==> src/core/bcg_regs.vh <==
// Constants of the bus-control GPIO port: register indexes, field positions and reset values.
// Assumes inclusion by bare name from the design files; holds definitions only.
`ifndef BCG_REGS_VH
`define BCG_REGS_VH

// ----------------------------------------------------------------------------
// Register indexes; the byte address is four times the index.
// ----------------------------------------------------------------------------
`define BCG_IDX_DIR 16'hffc9
`define BCG_IDX_LATCH 16'hffcb
`define BCG_IDX_CTRL 16'hffc0
`define BCG_IDX_WAIT 16'hffc1
`define BCG_IDX_STATUS 16'hffc2

// ----------------------------------------------------------------------------
// Reset values, the direction read value and the all-enabled wait pattern.
// ----------------------------------------------------------------------------
`define BCG_DIR_RESET 8'h80
`define BCG_LATCH_RESET 8'h80
`define BCG_DIR_READ 8'hff
`define BCG_WAIT_EN_RESET 8'h00
`define BCG_WAIT_EN_ALL 8'hff

// ----------------------------------------------------------------------------
// Field positions.
// ----------------------------------------------------------------------------
`define BCG_CTRL_MODE_LSB 0
`define BCG_CTRL_MODE_MSB 2
`define BCG_CTRL_SSTBY 3
`define BCG_WAIT_MS_BIT 8
`define BCG_LATCH_FIXED_BIT 7
`define BCG_ST_WAIT_SEL 4
`define BCG_ST_HSTBY 5
`define BCG_ST_EXPANDED 6

// ----------------------------------------------------------------------------
// Operating modes and bus responses.
// ----------------------------------------------------------------------------
`define BCG_MODE_EXP1 3'h1
`define BCG_MODE_EXP3 3'h3
`define BCG_MODE_EXP5 3'h5
`define BCG_MODE_EXP6 3'h6
`define BCG_MODE_SINGLE 3'h7
`define BCG_RESP_OKAY 2'h0
`define BCG_RESP_SLVERR 2'h2

`endif

==> src/core/bcg_pin_mux.v <==
// Pin function selection for the four port pins.
// Assumes pin order [0]=pin0, [1]=pin3, [2]=pin4, [3]=pin5; strobes are active low.
`timescale 1ns/10ps
`default_nettype none

module bcg_pin_mux (
    input wire expanded,
    input wire pin0_gpio,
    input wire [3:0] dir,
    input wire [3:0] lat,
    input wire write_strobe_n,
    input wire read_strobe_n,
    input wire address_strobe_n,
    output reg [3:0] out,
    output reg [3:0] oe
);

    always @* begin
        out = lat;
        oe = dir;
        if (expanded) begin
            out[3] = write_strobe_n;
            out[2] = read_strobe_n;
            out[1] = address_strobe_n;
            oe[3:1] = 3'b111;
            // With pin0 on the wait input the driver is kept off whatever dir[0] holds, except in soft standby, where pin_oe follows dir.
            oe[0] = pin0_gpio & dir[0];
        end
    end

endmodule // bcg_pin_mux

`default_nettype wire

==> src/core/bcg_port.v <==
// Bus-control GPIO port: direction register, output latch and pin muxing behind AXI4-Lite.
// Assumes strobes come from a bus controller on mclk, pins and standby pin are asynchronous.
//
// Our own choice: the AXI4-Lite register port.
`timescale 1ns/10ps
`default_nettype none
`include "bcg_regs.vh"

module bcg_port #(
    parameter ADDR_WIDTH = 18,
    parameter [2:0] RESET_MODE = `BCG_MODE_SINGLE
) (
    input wire mclk,
    input wire sys_rst,
    input wire [ADDR_WIDTH-1:0] s_axi_awaddr,
    input wire s_axi_awvalid,
    output wire s_axi_awready,
    input wire [31:0] s_axi_wdata,
    input wire [3:0] s_axi_wstrb,
    input wire s_axi_wvalid,
    output wire s_axi_wready,
    output reg [1:0] s_axi_bresp,
    output reg s_axi_bvalid,
    input wire s_axi_bready,
    input wire [ADDR_WIDTH-1:0] s_axi_araddr,
    input wire s_axi_arvalid,
    output wire s_axi_arready,
    output reg [31:0] s_axi_rdata,
    output reg [1:0] s_axi_rresp,
    output reg s_axi_rvalid,
    input wire s_axi_rready,
    input wire write_strobe_n,
    input wire read_strobe_n,
    input wire address_strobe_n,
    output wire bus_wait_n,
    input wire hw_standby_n,
    input wire [3:0] pin_in,
    output reg [3:0] pin_out,
    output reg [3:0] pin_oe
);

    // ------------------------------------------------------------------------
    // State.
    // ------------------------------------------------------------------------
    reg [7:0] direction_register;
    reg [7:0] output_latch;
    reg [2:0] mode;
    reg soft_standby;
    reg [7:0] wait_enable_bits;
    reg wait_mode_select_bit;
    reg aw_held;
    reg w_held;
    reg [ADDR_WIDTH-1:0] aw_addr;
    reg [7:0] w_byte;
    reg w_lane0;
    wire [3:0] pin_sync;
    wire [1:0] hstby_sync_n;
    wire hw_standby;
    wire expanded;
    wire pin0_gpio;
    wire [3:0] dir4;
    wire [3:0] lat4;
    wire [3:0] mux_out;
    wire [3:0] mux_oe;
    wire do_write;
    wire rd_take;
    wire [7:0] latch_view;
    reg [31:0] next_rdata;
    reg [1:0] next_rresp;

    // ------------------------------------------------------------------------
    // Input synchronisers.
    // ------------------------------------------------------------------------
    bcg_sync #(
        .WIDTH(4)
    ) u_pin_sync (
        .mclk(mclk),
        .sys_rst(sys_rst),
        .async_in(pin_in),
        .sync_out(pin_sync)
    );

    // The standby pin goes through the same cell; the other bit is tied high and masks hw_standby until the cell has filled after reset.
    bcg_sync #(
        .WIDTH(2)
    ) u_hstby_sync (
        .mclk(mclk),
        .sys_rst(sys_rst),
        .async_in({1'b1, hw_standby_n}),
        .sync_out(hstby_sync_n)
    );

    assign hw_standby = ~hstby_sync_n[0] & hstby_sync_n[1];

    // ------------------------------------------------------------------------
    // Mode decode.
    // ------------------------------------------------------------------------
    // Mode codes other than 1, 3, 5, 6 behave as the single-chip mode.
    assign expanded = (mode == `BCG_MODE_EXP1) || (mode == `BCG_MODE_EXP3) ||
                      (mode == `BCG_MODE_EXP5) || (mode == `BCG_MODE_EXP6);
    assign pin0_gpio = (wait_enable_bits == `BCG_WAIT_EN_ALL) &&
                       !wait_mode_select_bit;
    assign bus_wait_n = (expanded && !pin0_gpio) ? pin_sync[0] : 1'b1;

    assign dir4 = {direction_register[5:3], direction_register[0]};
    assign lat4 = {output_latch[5:3], output_latch[0]};

    bcg_pin_mux u_mux (
        .expanded(expanded),
        .pin0_gpio(pin0_gpio),
        .dir(dir4),
        .lat(lat4),
        .write_strobe_n(write_strobe_n),
        .read_strobe_n(read_strobe_n),
        .address_strobe_n(address_strobe_n),
        .out(mux_out),
        .oe(mux_oe)
    );

    // ------------------------------------------------------------------------
    // Pin drivers.
    // ------------------------------------------------------------------------
    // Outputs are registered so the pins never glitch on decode changes.
    always @(posedge mclk) begin
        if (sys_rst || hw_standby) begin
            pin_out <= 4'h0;
            pin_oe <= 4'h0;
        end else if (soft_standby) begin
            pin_out <= pin_out;
            pin_oe <= dir4;
        end else begin
            pin_out <= mux_out;
            pin_oe <= mux_oe;
        end
    end

    // ------------------------------------------------------------------------
    // AXI4-Lite write channel.
    // ------------------------------------------------------------------------
    assign s_axi_awready = !aw_held && !s_axi_bvalid;
    assign s_axi_wready = !w_held && !s_axi_bvalid;
    assign do_write = aw_held && w_held && !s_axi_bvalid;

    always @(posedge mclk) begin
        if (sys_rst) begin
            aw_held <= 1'b0;
            w_held <= 1'b0;
            aw_addr <= {ADDR_WIDTH{1'b0}};
            w_byte <= 8'h00;
            w_lane0 <= 1'b0;
            s_axi_bvalid <= 1'b0;
            s_axi_bresp <= `BCG_RESP_OKAY;
        end else begin
            if (s_axi_awvalid && s_axi_awready) begin
                aw_held <= 1'b1;
                aw_addr <= s_axi_awaddr;
            end
            if (s_axi_wvalid && s_axi_wready) begin
                w_held <= 1'b1;
                w_byte <= s_axi_wdata[7:0];
                w_lane0 <= s_axi_wstrb[0];
            end
            if (do_write) begin
                aw_held <= 1'b0;
                w_held <= 1'b0;
                s_axi_bvalid <= 1'b1;
                s_axi_bresp <= wr_map_ok(aw_addr) ? `BCG_RESP_OKAY : `BCG_RESP_SLVERR;
            end else if (s_axi_bvalid && s_axi_bready) begin
                s_axi_bvalid <= 1'b0;
            end
        end
    end

    function wr_map_ok;
        input [ADDR_WIDTH-1:0] a;
        begin
            wr_map_ok = (a[1:0] == 2'b00) &&
                        ((a[17:2] == `BCG_IDX_DIR) || (a[17:2] == `BCG_IDX_LATCH) ||
                         (a[17:2] == `BCG_IDX_CTRL) || (a[17:2] == `BCG_IDX_WAIT));
        end
    endfunction

    // ------------------------------------------------------------------------
    // Registers.
    // ------------------------------------------------------------------------
    // Hardware standby clears the port registers just as reset does; the
    // control registers belong to the system and only reset clears them.
    always @(posedge mclk) begin
        if (sys_rst || hw_standby) begin
            direction_register <= `BCG_DIR_RESET;
            output_latch <= `BCG_LATCH_RESET;
        end else if (do_write && w_lane0 && !soft_standby && aw_addr[1:0] == 2'b00) begin
            if (aw_addr[17:2] == `BCG_IDX_DIR) begin
                direction_register <= {1'b1, w_byte[6:0]};
            end
            if (aw_addr[17:2] == `BCG_IDX_LATCH) begin
                output_latch <= {1'b1, w_byte[6:0]};
            end
        end
    end

    // Soft standby itself stays writable so software can leave it again.
    always @(posedge mclk) begin
        if (sys_rst) begin
            mode <= RESET_MODE;
            soft_standby <= 1'b0;
            wait_enable_bits <= `BCG_WAIT_EN_RESET;
        end else if (do_write && w_lane0 && aw_addr[1:0] == 2'b00) begin
            if (aw_addr[17:2] == `BCG_IDX_CTRL) begin
                mode <= w_byte[`BCG_CTRL_MODE_MSB:`BCG_CTRL_MODE_LSB];
                soft_standby <= w_byte[`BCG_CTRL_SSTBY];
            end
            if (aw_addr[17:2] == `BCG_IDX_WAIT) begin
                wait_enable_bits <= w_byte;
            end
        end
    end

    // The wait mode bit sits above the low byte, so it follows byte lane 1.
    reg w_lane1;
    reg w_bit8;
    always @(posedge mclk) begin
        if (sys_rst) begin
            w_lane1 <= 1'b0;
            w_bit8 <= 1'b0;
        end else if (s_axi_wvalid && s_axi_wready) begin
            w_lane1 <= s_axi_wstrb[1];
            w_bit8 <= s_axi_wdata[`BCG_WAIT_MS_BIT];
        end
    end

    always @(posedge mclk) begin
        if (sys_rst) begin
            wait_mode_select_bit <= 1'b0;
        end else if (do_write && w_lane1 && aw_addr[1:0] == 2'b00 &&
                     aw_addr[17:2] == `BCG_IDX_WAIT) begin
            wait_mode_select_bit <= w_bit8;
        end
    end

    // ------------------------------------------------------------------------
    // Read data.
    // ------------------------------------------------------------------------
    genvar k;
    generate
        for (k = 0; k < 8; k = k + 1) begin : g_view
            if (k == `BCG_LATCH_FIXED_BIT) begin : g_fixed
                assign latch_view[k] = 1'b1;
            end else if (k == 6 || k == 2 || k == 1) begin : g_store
                assign latch_view[k] = direction_register[k] ? output_latch[k] : 1'b1;
            end else begin : g_pin
                assign latch_view[k] = direction_register[k] ? output_latch[k] :
                                          pin_sync[(k == 0) ? 0 : k - 2];
            end
        end
    endgenerate

    always @* begin
        next_rdata = 32'h0000_0000;
        next_rresp = `BCG_RESP_OKAY;
        if (s_axi_araddr[1:0] != 2'b00) begin
            next_rresp = `BCG_RESP_SLVERR;
        end else begin
            case (s_axi_araddr[17:2])
                `BCG_IDX_DIR: next_rdata[7:0] = `BCG_DIR_READ;
                `BCG_IDX_LATCH: next_rdata[7:0] = latch_view;
                `BCG_IDX_CTRL: next_rdata[3:0] = {soft_standby, mode};
                `BCG_IDX_WAIT: next_rdata[8:0] = {wait_mode_select_bit, wait_enable_bits};
                `BCG_IDX_STATUS: next_rdata[6:0] = {expanded, hw_standby,
                                                    expanded && !pin0_gpio, pin_sync};
                default: next_rresp = `BCG_RESP_SLVERR;
            endcase
        end
    end

    assign s_axi_arready = !s_axi_rvalid;
    assign rd_take = s_axi_arvalid && s_axi_arready;

    always @(posedge mclk) begin
        if (sys_rst) begin
            s_axi_rvalid <= 1'b0;
            s_axi_rdata <= 32'h0000_0000;
            s_axi_rresp <= `BCG_RESP_OKAY;
        end else if (rd_take) begin
            s_axi_rvalid <= 1'b1;
            s_axi_rdata <= next_rdata;
            s_axi_rresp <= next_rresp;
        end else if (s_axi_rvalid && s_axi_rready) begin
            s_axi_rvalid <= 1'b0;
        end
    end

endmodule // bcg_port

`default_nettype wire

==> src/core/bcg_sync.v <==
// Two-flop synchroniser for a vector of pin levels.
// Assumes each bit is an independent level; no bus coherence across bits.
`timescale 1ns/10ps
`default_nettype none

module bcg_sync #(
    parameter WIDTH = 4
) (
    input wire mclk,
    input wire sys_rst,
    input wire [WIDTH-1:0] async_in,
    output wire [WIDTH-1:0] sync_out
);

    genvar i;
    generate
        for (i = 0; i < WIDTH; i = i + 1) begin : g_bit
            reg stage1;
            reg stage2;
            always @(posedge mclk) begin
                if (sys_rst) begin
                    stage1 <= 1'b0;
                    stage2 <= 1'b0;
                end else begin
                    stage1 <= async_in[i];
                    stage2 <= stage1;
                end
            end
            assign sync_out[i] = stage2;
        end
    endgenerate

endmodule // bcg_sync

`default_nettype wire

==> config.mk <==
export PLATFORM = sky130hd
export DESIGN_NAME = bcg_port
export DESIGN_NICKNAME = d
export VERILOG_FILES = /design/src/core/bcg_pin_mux.v /design/src/core/bcg_port.v /design/src/core/bcg_sync.v
export VERILOG_INCLUDE_DIRS = /design/src /design/src/core
export SDC_FILE = /design/constraint.sdc
export NUM_CORES = 1
export LEC_CHECK = 0
export BUFFER_PORTS_ARGS = -buffer_cell sky130_fd_sc_hd__buf_2
export CORE_ASPECT_RATIO = 0.6
export CORE_UTILIZATION = 40
export DETAILED_ROUTE_END_ITERATION = 7
export PLACE_DENSITY = 0.72
export SYNTH_ARGS = -nofsm -noshare
export SYNTH_HDL_FRONTEND = slang
export SYNTH_HIERARCHICAL = 1
export SYNTH_SLANG_ARGS = --single-unit
==> constraint.sdc <==
create_clock -name mclk -period 2 [get_ports mclk]
set_input_delay 0.2 -clock mclk [delete_from_list [all_inputs] [get_ports mclk]]
set_output_delay 0.2 -clock mclk [all_outputs]
set_load 0.005 [all_outputs]
==> flow_summary.ini, run 1 <==
[run_status]
status = finished, final reports clean

[final_layout]
n_antenna_cell = 0
area_growth_pct = 19.4
layout_common_cells = 91 x dfxtp_1, 86 x buf_2, 75 x nand2_1
post-route-util_pct = 50.7
finalNetCount = 625
final_common_cell = dfxtp_1
layout-drive-gt1-share_pct = 24.5

[yosys]
synth_edf_count = 0
async_flop_share_pct = 0
ys_ff_latch = 91
ys_types = 50
netlist_instances = 455
avgSynthCellArea_sq_um = 8.79
synth_flop_cell = dfxtp_1
yosys_warnings = 6
synth_area_sq_mm = 0.00400
seq_area_frac_synth_pct = 45.6

[global_routing]
grt_pass1_wl_mm = 15.1
grt-ovfl-total = 0
grt_max_degree = 28
grt_usage_pct = 19.5
antenna_found_initial = 0
grt_pass1_vias = 3055

[timing]
timing.final.crit_share_pct = 93.2
fin_tns_setup_ps = 0
fin_crit_ps = 1860
max_freq_ghz = 0.536
rsz0062_at_grt = false
setup_viol = 0
finalHoldViolations = 0
worstMarginPinSlew_ps = 659
slew-limit-headroom_pct = 55.8
finalMaxSlewViolations = 0
holdWs_ps = 66.2
skew_ps = 7.38

[drt]
post_drt_wl_per_cell_um = 14.4
vias = 3367
drtPass1Iterations = 5
ant_nets = 0
drc = 0
drt_iter0_drc = 295
wirelength_mm = 9.71
drt-vias-per-instance = 5.00

[clock_tree]
clock_sinks = 91
clkSlewWorstSetupHoldPaths_ps = 60
cts_tree = done
clock_latency_ps = 340
clockRootBuffer = clkbuf_16
htree_levels = 3
cts_buffers = 9
clk_path_buf_depth = 2

[power]
power.density_mw_per_mm2 = 834
total_power_mw = 3.98
clock_power_share_pct = 43.9
power_frac_comb_pct = 7.7
swShare_pct = 23.5
p_leak_nw = 2.07
seqPwrFrac_pct = 48.4
p_int_mw = 3.05
ir_worst_vdd_mv = 0.355
p_sw_uw = 938

[floorplan]
core-area_sq_mm = 0.00943
die_h_um = 79.5
die_x_um = 131
num_io_pins = 137
start_util_pct = 42.4
die_area_sq_mm = 0.0104
rows = 27

[place]
portBuffers = 86
dp_hpwl_mm = 7.21
gp_congestion = 0.931

[critical_path]
required_ps = 2230
cpPeakStageDelay_ps = 510
start_kind = flip-flop
cp_slowest_cell = or4bb_1
critPathMaxFanout = 7
criticalPathCategory = flip-flop to flip-flop
rrSetupSlack_ps = 140
cp_cell_sequence = or4bb_1 > nor4_2 > nand3_1 > buf_4 > a211o_1
cp-end-kind = flip-flop
critical_path_arrival_ps = 2090

[worst_hold_path]
min_path_type = input pin to flip-flop

[flow_run]
maxCapViolCount = 0
timing repair:
| action | 4_1_cts | 5_1_grt |
|---|---|---|
| setup buffers | 1 | 0 |
| pin swaps | 1 | 0 |
| endpoints found under the setup margin | 3 | 10 |
| hold endpoints to repair | 0 | 0 |
| gates resized for setup | 0 | 1 |
| hold buffers | 0 | 0 |
registers in the layout, summed over array words and instances (netlist names), 2 cells and up:
signal and flops:
aw_addr 18, u_pin_sync/g_bit.stage1 4, u_hstby_sync/g_bit.stage2 2, wait_enable_bits 8, output_latch 7, u_pin_sync/g_bit.stage2 4
pin_oe 4, s_axi_rdata 9, mode 3, u_hstby_sync/g_bit.stage1 2, pin_out 4, w_byte 8
direction_register 7
area by class of cell:
class | count | area [sq um]
multi-input combinational | 329 | 1920
clock buffer | 12 | 256
timing repair buffer | 100 | 536
inverter | 7 | 26.3
tap | 130 | 163
fill | 895 | 4650
sequential | 91 | 1820
clock inverter | 4 | 56.3
synthesized netlist by cell type (all sizes together), types with 2 or more instances:
| library cell | number | area, sq um |
|---|---|---|
| nor3b | 2 | 15.0 |
| buf | 34 | 263 |
| nor4b | 2 | 32.5 |
| nand4b | 2 | 17.5 |
| or2 | 4 | 25.0 |
| nand3 | 5 | 25.0 |
| a211o | 4 | 36.3 |
| a221oi | 3 | 26.3 |
| o21ai | 4 | 20.0 |
| a222oi | 2 | 20.0 |
| nor2b | 16 | 100 |
| conb | 2 | 7.51 |
| a21boi | 2 | 15.0 |
| and2 | 2 | 12.5 |
| a22oi | 2 | 15.0 |
| dfxtp | 91 | 1820 |
| a211oi | 3 | 22.5 |
| or3 | 6 | 37.5 |
| nand4 | 5 | 31.3 |
| nor2 | 48 | 180 |
| mux2 | 7 | 78.8 |
| nand3b | 4 | 30.0 |
| nor3 | 11 | 76.3 |
| nand2b | 5 | 38.8 |
| o31ai | 2 | 15.0 |
| mux2i | 35 | 350 |
| nor4 | 2 | 12.5 |
| a21oi | 39 | 195 |
| inv | 7 | 26.3 |
| clkbuf | 18 | 67.6 |
| xor2 | 2 | 17.5 |
| nand2 | 75 | 282 |
logic make-up (layout without fill, tap and decap cells):
group	count (synthesis)	after routing	share of synthesized area [%]
flip-flops	91	91	45.6
AND/OR/NAND/NOR	196	196	24.6
buffers and inverters	59	123	8.92
multiplexers	42	42	10.7
other	2	26	0.188
XOR/XNOR	2	2	0.438
AO/OA/AOI/OAI	63	63	9.57
per-stage QoR:
step	setup WS, ps	instance area, sq um	std cells
finish	136	4780	673
global route	18.5	4780	673
CTS	75.2	4770	673
detailed placement	-110	4450	656
global placement	-27.2	4450	656
floorplan	102	4090	479
final timing paths:
| kind | startpoint | endpoint | cells past startpoint |
|---|---|---|---|
| max | aw_addr[10]$_SDFFE_PP0P_ | mode[2]$_SDFFE_PP1P_ | 5 |
| min | hw_standby_n | u_hstby_sync/g_bit[0].stage1$_SDFF_PP0_ | 2 |
| max reg2reg | aw_addr[10]$_SDFFE_PP0P_ | mode[2]$_SDFFE_PP1P_ | 5 |
| min reg2reg | u_hstby_sync/g_bit[0].stage1$_SDFF_PP0_ | u_hstby_sync/g_bit[0].stage2$_SDFF_PP0_ | 1 |
worst max-delay path: cells and delay by family (launching register included):
family                 cells  cell delay, ps
AND/OR/NAND/NOR            3             930
flip-flops                 1             350
AO/OA/AOI/OAI              1             290
buffers and inverters      1             180
power groups by stage:
stage	registers, mW	logic, mW	clock network [mW]
CTS	1.93	0.305	1.78
floorplan	1.95	0.230	0
global placement	1.96	0.294	0
finish	1.93	0.306	1.75
global route	1.94	0.348	1.85
detailed placement	1.97	0.303	0
per-layer routing:
| layer | global-route usage (%) | vias to the layer above | part of all wire (%) |
|---|---|---|---|
| li1 | - | 1658 | - |
| met1 | 27.4 | 1577 | 50 |
| met2 | 27.9 | 123 | 41 |
| met3 | 6.17 | 9 | 7.9 |
| met4 | 6.55 | 0 | 1.2 |
| met5 | 0 | - | 0 |
(Power assumes the default switching activity.)
==> run 2, diff against run 1 <==
Settings changed: SYNTH_HIERARCHICAL 1 to unset.
==> flow_summary.ini, run 2 <==
[timing]
rsz0062_at_grt = true
slew-limit-headroom_pct = 55.1
timing.final.crit_share_pct = 98.9
max_freq_ghz = 0.506
fin_crit_ps = 1980
worstMarginPinSlew_ps = 671
setup_viol = 0
finalMaxSlewViolations = 0
holdWs_ps = 26.5
finalHoldViolations = 0
skew_ps = 6.66

[final_layout]
post-route-util_pct = 51.2
area_growth_pct = 21.0
regMostFlops = aw_addr
layout_common_cells = 90 x dfxtp_1, 86 x buf_2, 69 x nand2_1
n_antenna_cell = 0
design_area_sq_mm = 0.00482
final_common_cell = dfxtp_1
final_cells = 673
largest_register_ffs = 18
layout-drive-gt1-share_pct = 23.8
reg_top3 = aw_addr: 18 flops, s_axi_rdata: 9 flops
finalNetCount = 625

[power]
p_leak_nw = 1.96
power.density_mw_per_mm2 = 826
ir_worst_vdd_mv = 0.539

[yosys]
synth_area_sq_mm = 0.00399
synth_flop_cell = dfxtp_1
ys_ff_latch = 91
netlist_instances = 449
seq_area_frac_synth_pct = 45.7
yosysTopAreaCell = dfxtp_1
ys_types = 50
yosysMostFrequentCell = dfxtp_1
synth.top_cells.by_area = dfxtp_1 46%, mux2i_1 9.3%, nand2_1 6.5%
async_flop_share_pct = 0
ys_top_cells_by_count = 91 x dfxtp_1, 69 x nand2_1, 39 x a21oi_1
synth_top_area_share_pct = 45.7
yosys_warnings = 0
synth_edf_count = 0
avgSynthCellArea_sq_um = 8.88

[drt]
vias = 3462
post_drt_wl_per_cell_um = 14.7
drt-vias-per-instance = 5.14
ant_nets = 0
wirelength_mm = 9.89
drc = 0
drt_iter0_drc = 240
drtPass1Iterations = 4

[floorplan]
num_io_pins = 137
rows = 27
die_area_sq_mm = 0.0104
die_h_um = 79.3
core-area_sq_mm = 0.00943
start_util_pct = 42.3
die_x_um = 131

[place]
dp_hpwl_mm = 7.32
post_dp_cell_area_sq_mm = 0.00450
gp_congestion = 0.845
place_inst = 655
portBuffers = 86

[clock_tree]
clkSlewWorstSetupHoldPaths_ps = 70
cts_buffers = 9
clk_path_buf_depth = 2
htree_levels = 3
clockRootBuffer = clkbuf_16
cts_hold_buf = 0
clock_latency_ps = 340
cts_tree = done
clock_sinks = 91

[global_routing]
grt_max_degree = 63
grt_pass1_wl_mm = 15.6
antenna_found_initial = 0
grt-ovfl-total = 0
grt_pass1_vias = 3187
grt_usage_pct = 19.4

[critical_path]
cp_cell_sequence = or4b_4 > or4_4 > nor4_4 > buf_4 > a32o_1
rrSetupSlack_ps = 20
cp_slowest_cell = or4b_4
required_ps = 2280
cp_top_family = simple AND/OR/NAND/NOR gates
cp-end-kind = flip-flop
start_kind = flip-flop
cpPeakStageDelay_ps = 490
critPathMaxFanout = 4
criticalPathCategory = flip-flop to flip-flop
path_buf_inv = 1
critical_path_arrival_ps = 2250

[run_status]
status = finished, final reports clean

[worst_hold_path]
min_path_type = input pin to flip-flop

[flow_run]
maxCapViolCount = 0
==> run 2: changes by cell type in the layout (fill, tap and decap cells not counted), moves of 5 or more <==
cell	delta
o21ai_0	+15
nor2_1	-17
nand4_1	+5
nand3_1	+5
mux2_2	-6
nand2_1	-6
o21a_1	+5
==> run 2: metrics by stage <==
| stage | power [mW] | worst slack (ps) | setup TNS, ps |
|---|---|---|---|
| 4_1_cts | 4.00 | 8.24 | 0 |
| 3_3_place_gp | 2.28 | 49.7 | 0 |
| 5_1_grt | 4.14 | -27.7 | -66.2 |
| 3_5_place_dp | 2.30 | 28.8 | 0 |
| 2_1_floorplan | 2.19 | 96.6 | 0 |
| 6_report | 3.98 | 23.0 | 0 |
==> run 2: cell families (layout without fill, tap and decap cells) <==
group                     count (synthesis)  count (layout)  synth area share (%)
other                                     1              25                0.0941
AOI/OAI and AO/OA                        84              84                  13.0
muxes                                    38              38                  9.57
xor gates and xnor gates                  2               2                 0.440
and+or+nand+nor                         180             180                  23.9
DFF                                      91              91                  45.7
buffers and inverters                    53             123                  7.34
==> run 2: final cells by class <==
cell class              instances  area [sq um]
clock buffers                  11           243
clock inverters                 5          60.1
fillers                       860          4600
inverters                       7          26.3
multi-input cells             329          1970
flip-flops and latches         91          1820
well taps                     130           163
repair buffers                100           536
==> run 2: what timing repair did <==
action                     4_1_cts  5_1_grt
setup buffers                    0        2
setup endpoints to repair        0        7
resized for setup                0        1
==> run 2: per-layer routing <==
metal / GRT usage (%) / vias up / part of all wire (%)
li1: - / 1703 / -
met3: 5.32 / 11 / 6.7
met1: 27.7 / 1633 / 50
met4: 4.94 / 0 / 0.96
met5: 0 / - / 0
met2: 28.7 / 115 / 42
==> run 2: report_power, final <==
| group | switching [mW] | internal (mW) | total, mW | leakage, nW |
|---|---|---|---|---|
| clock network | 0.713 | 1.01 | 1.72 | 0.146 |
| registers | 0.0522 | 1.87 | 1.92 | 0.742 |
| logic | 0.190 | 0.146 | 0.337 | 1.07 |
| total | 0.956 | 3.03 | 3.98 | 1.96 |
==> run 2: final timing paths <==
kind,start,to,cells past startpoint
setup / recovery,s_axi_rvalid$_SDFFE_PP0P_,s_axi_rdata[8]$_SDFFE_PP0P_,5
hold / removal,s_axi_rready,s_axi_rvalid$_SDFFE_PP0P_,2
setup reg to reg,s_axi_rvalid$_SDFFE_PP0P_,s_axi_rdata[8]$_SDFFE_PP0P_,5
hold reg to reg,u_pin_sync.g_bit[3].stage1$_SDFF_PP0_,u_pin_sync.g_bit[3].stage2$_SDFF_PP0_,1
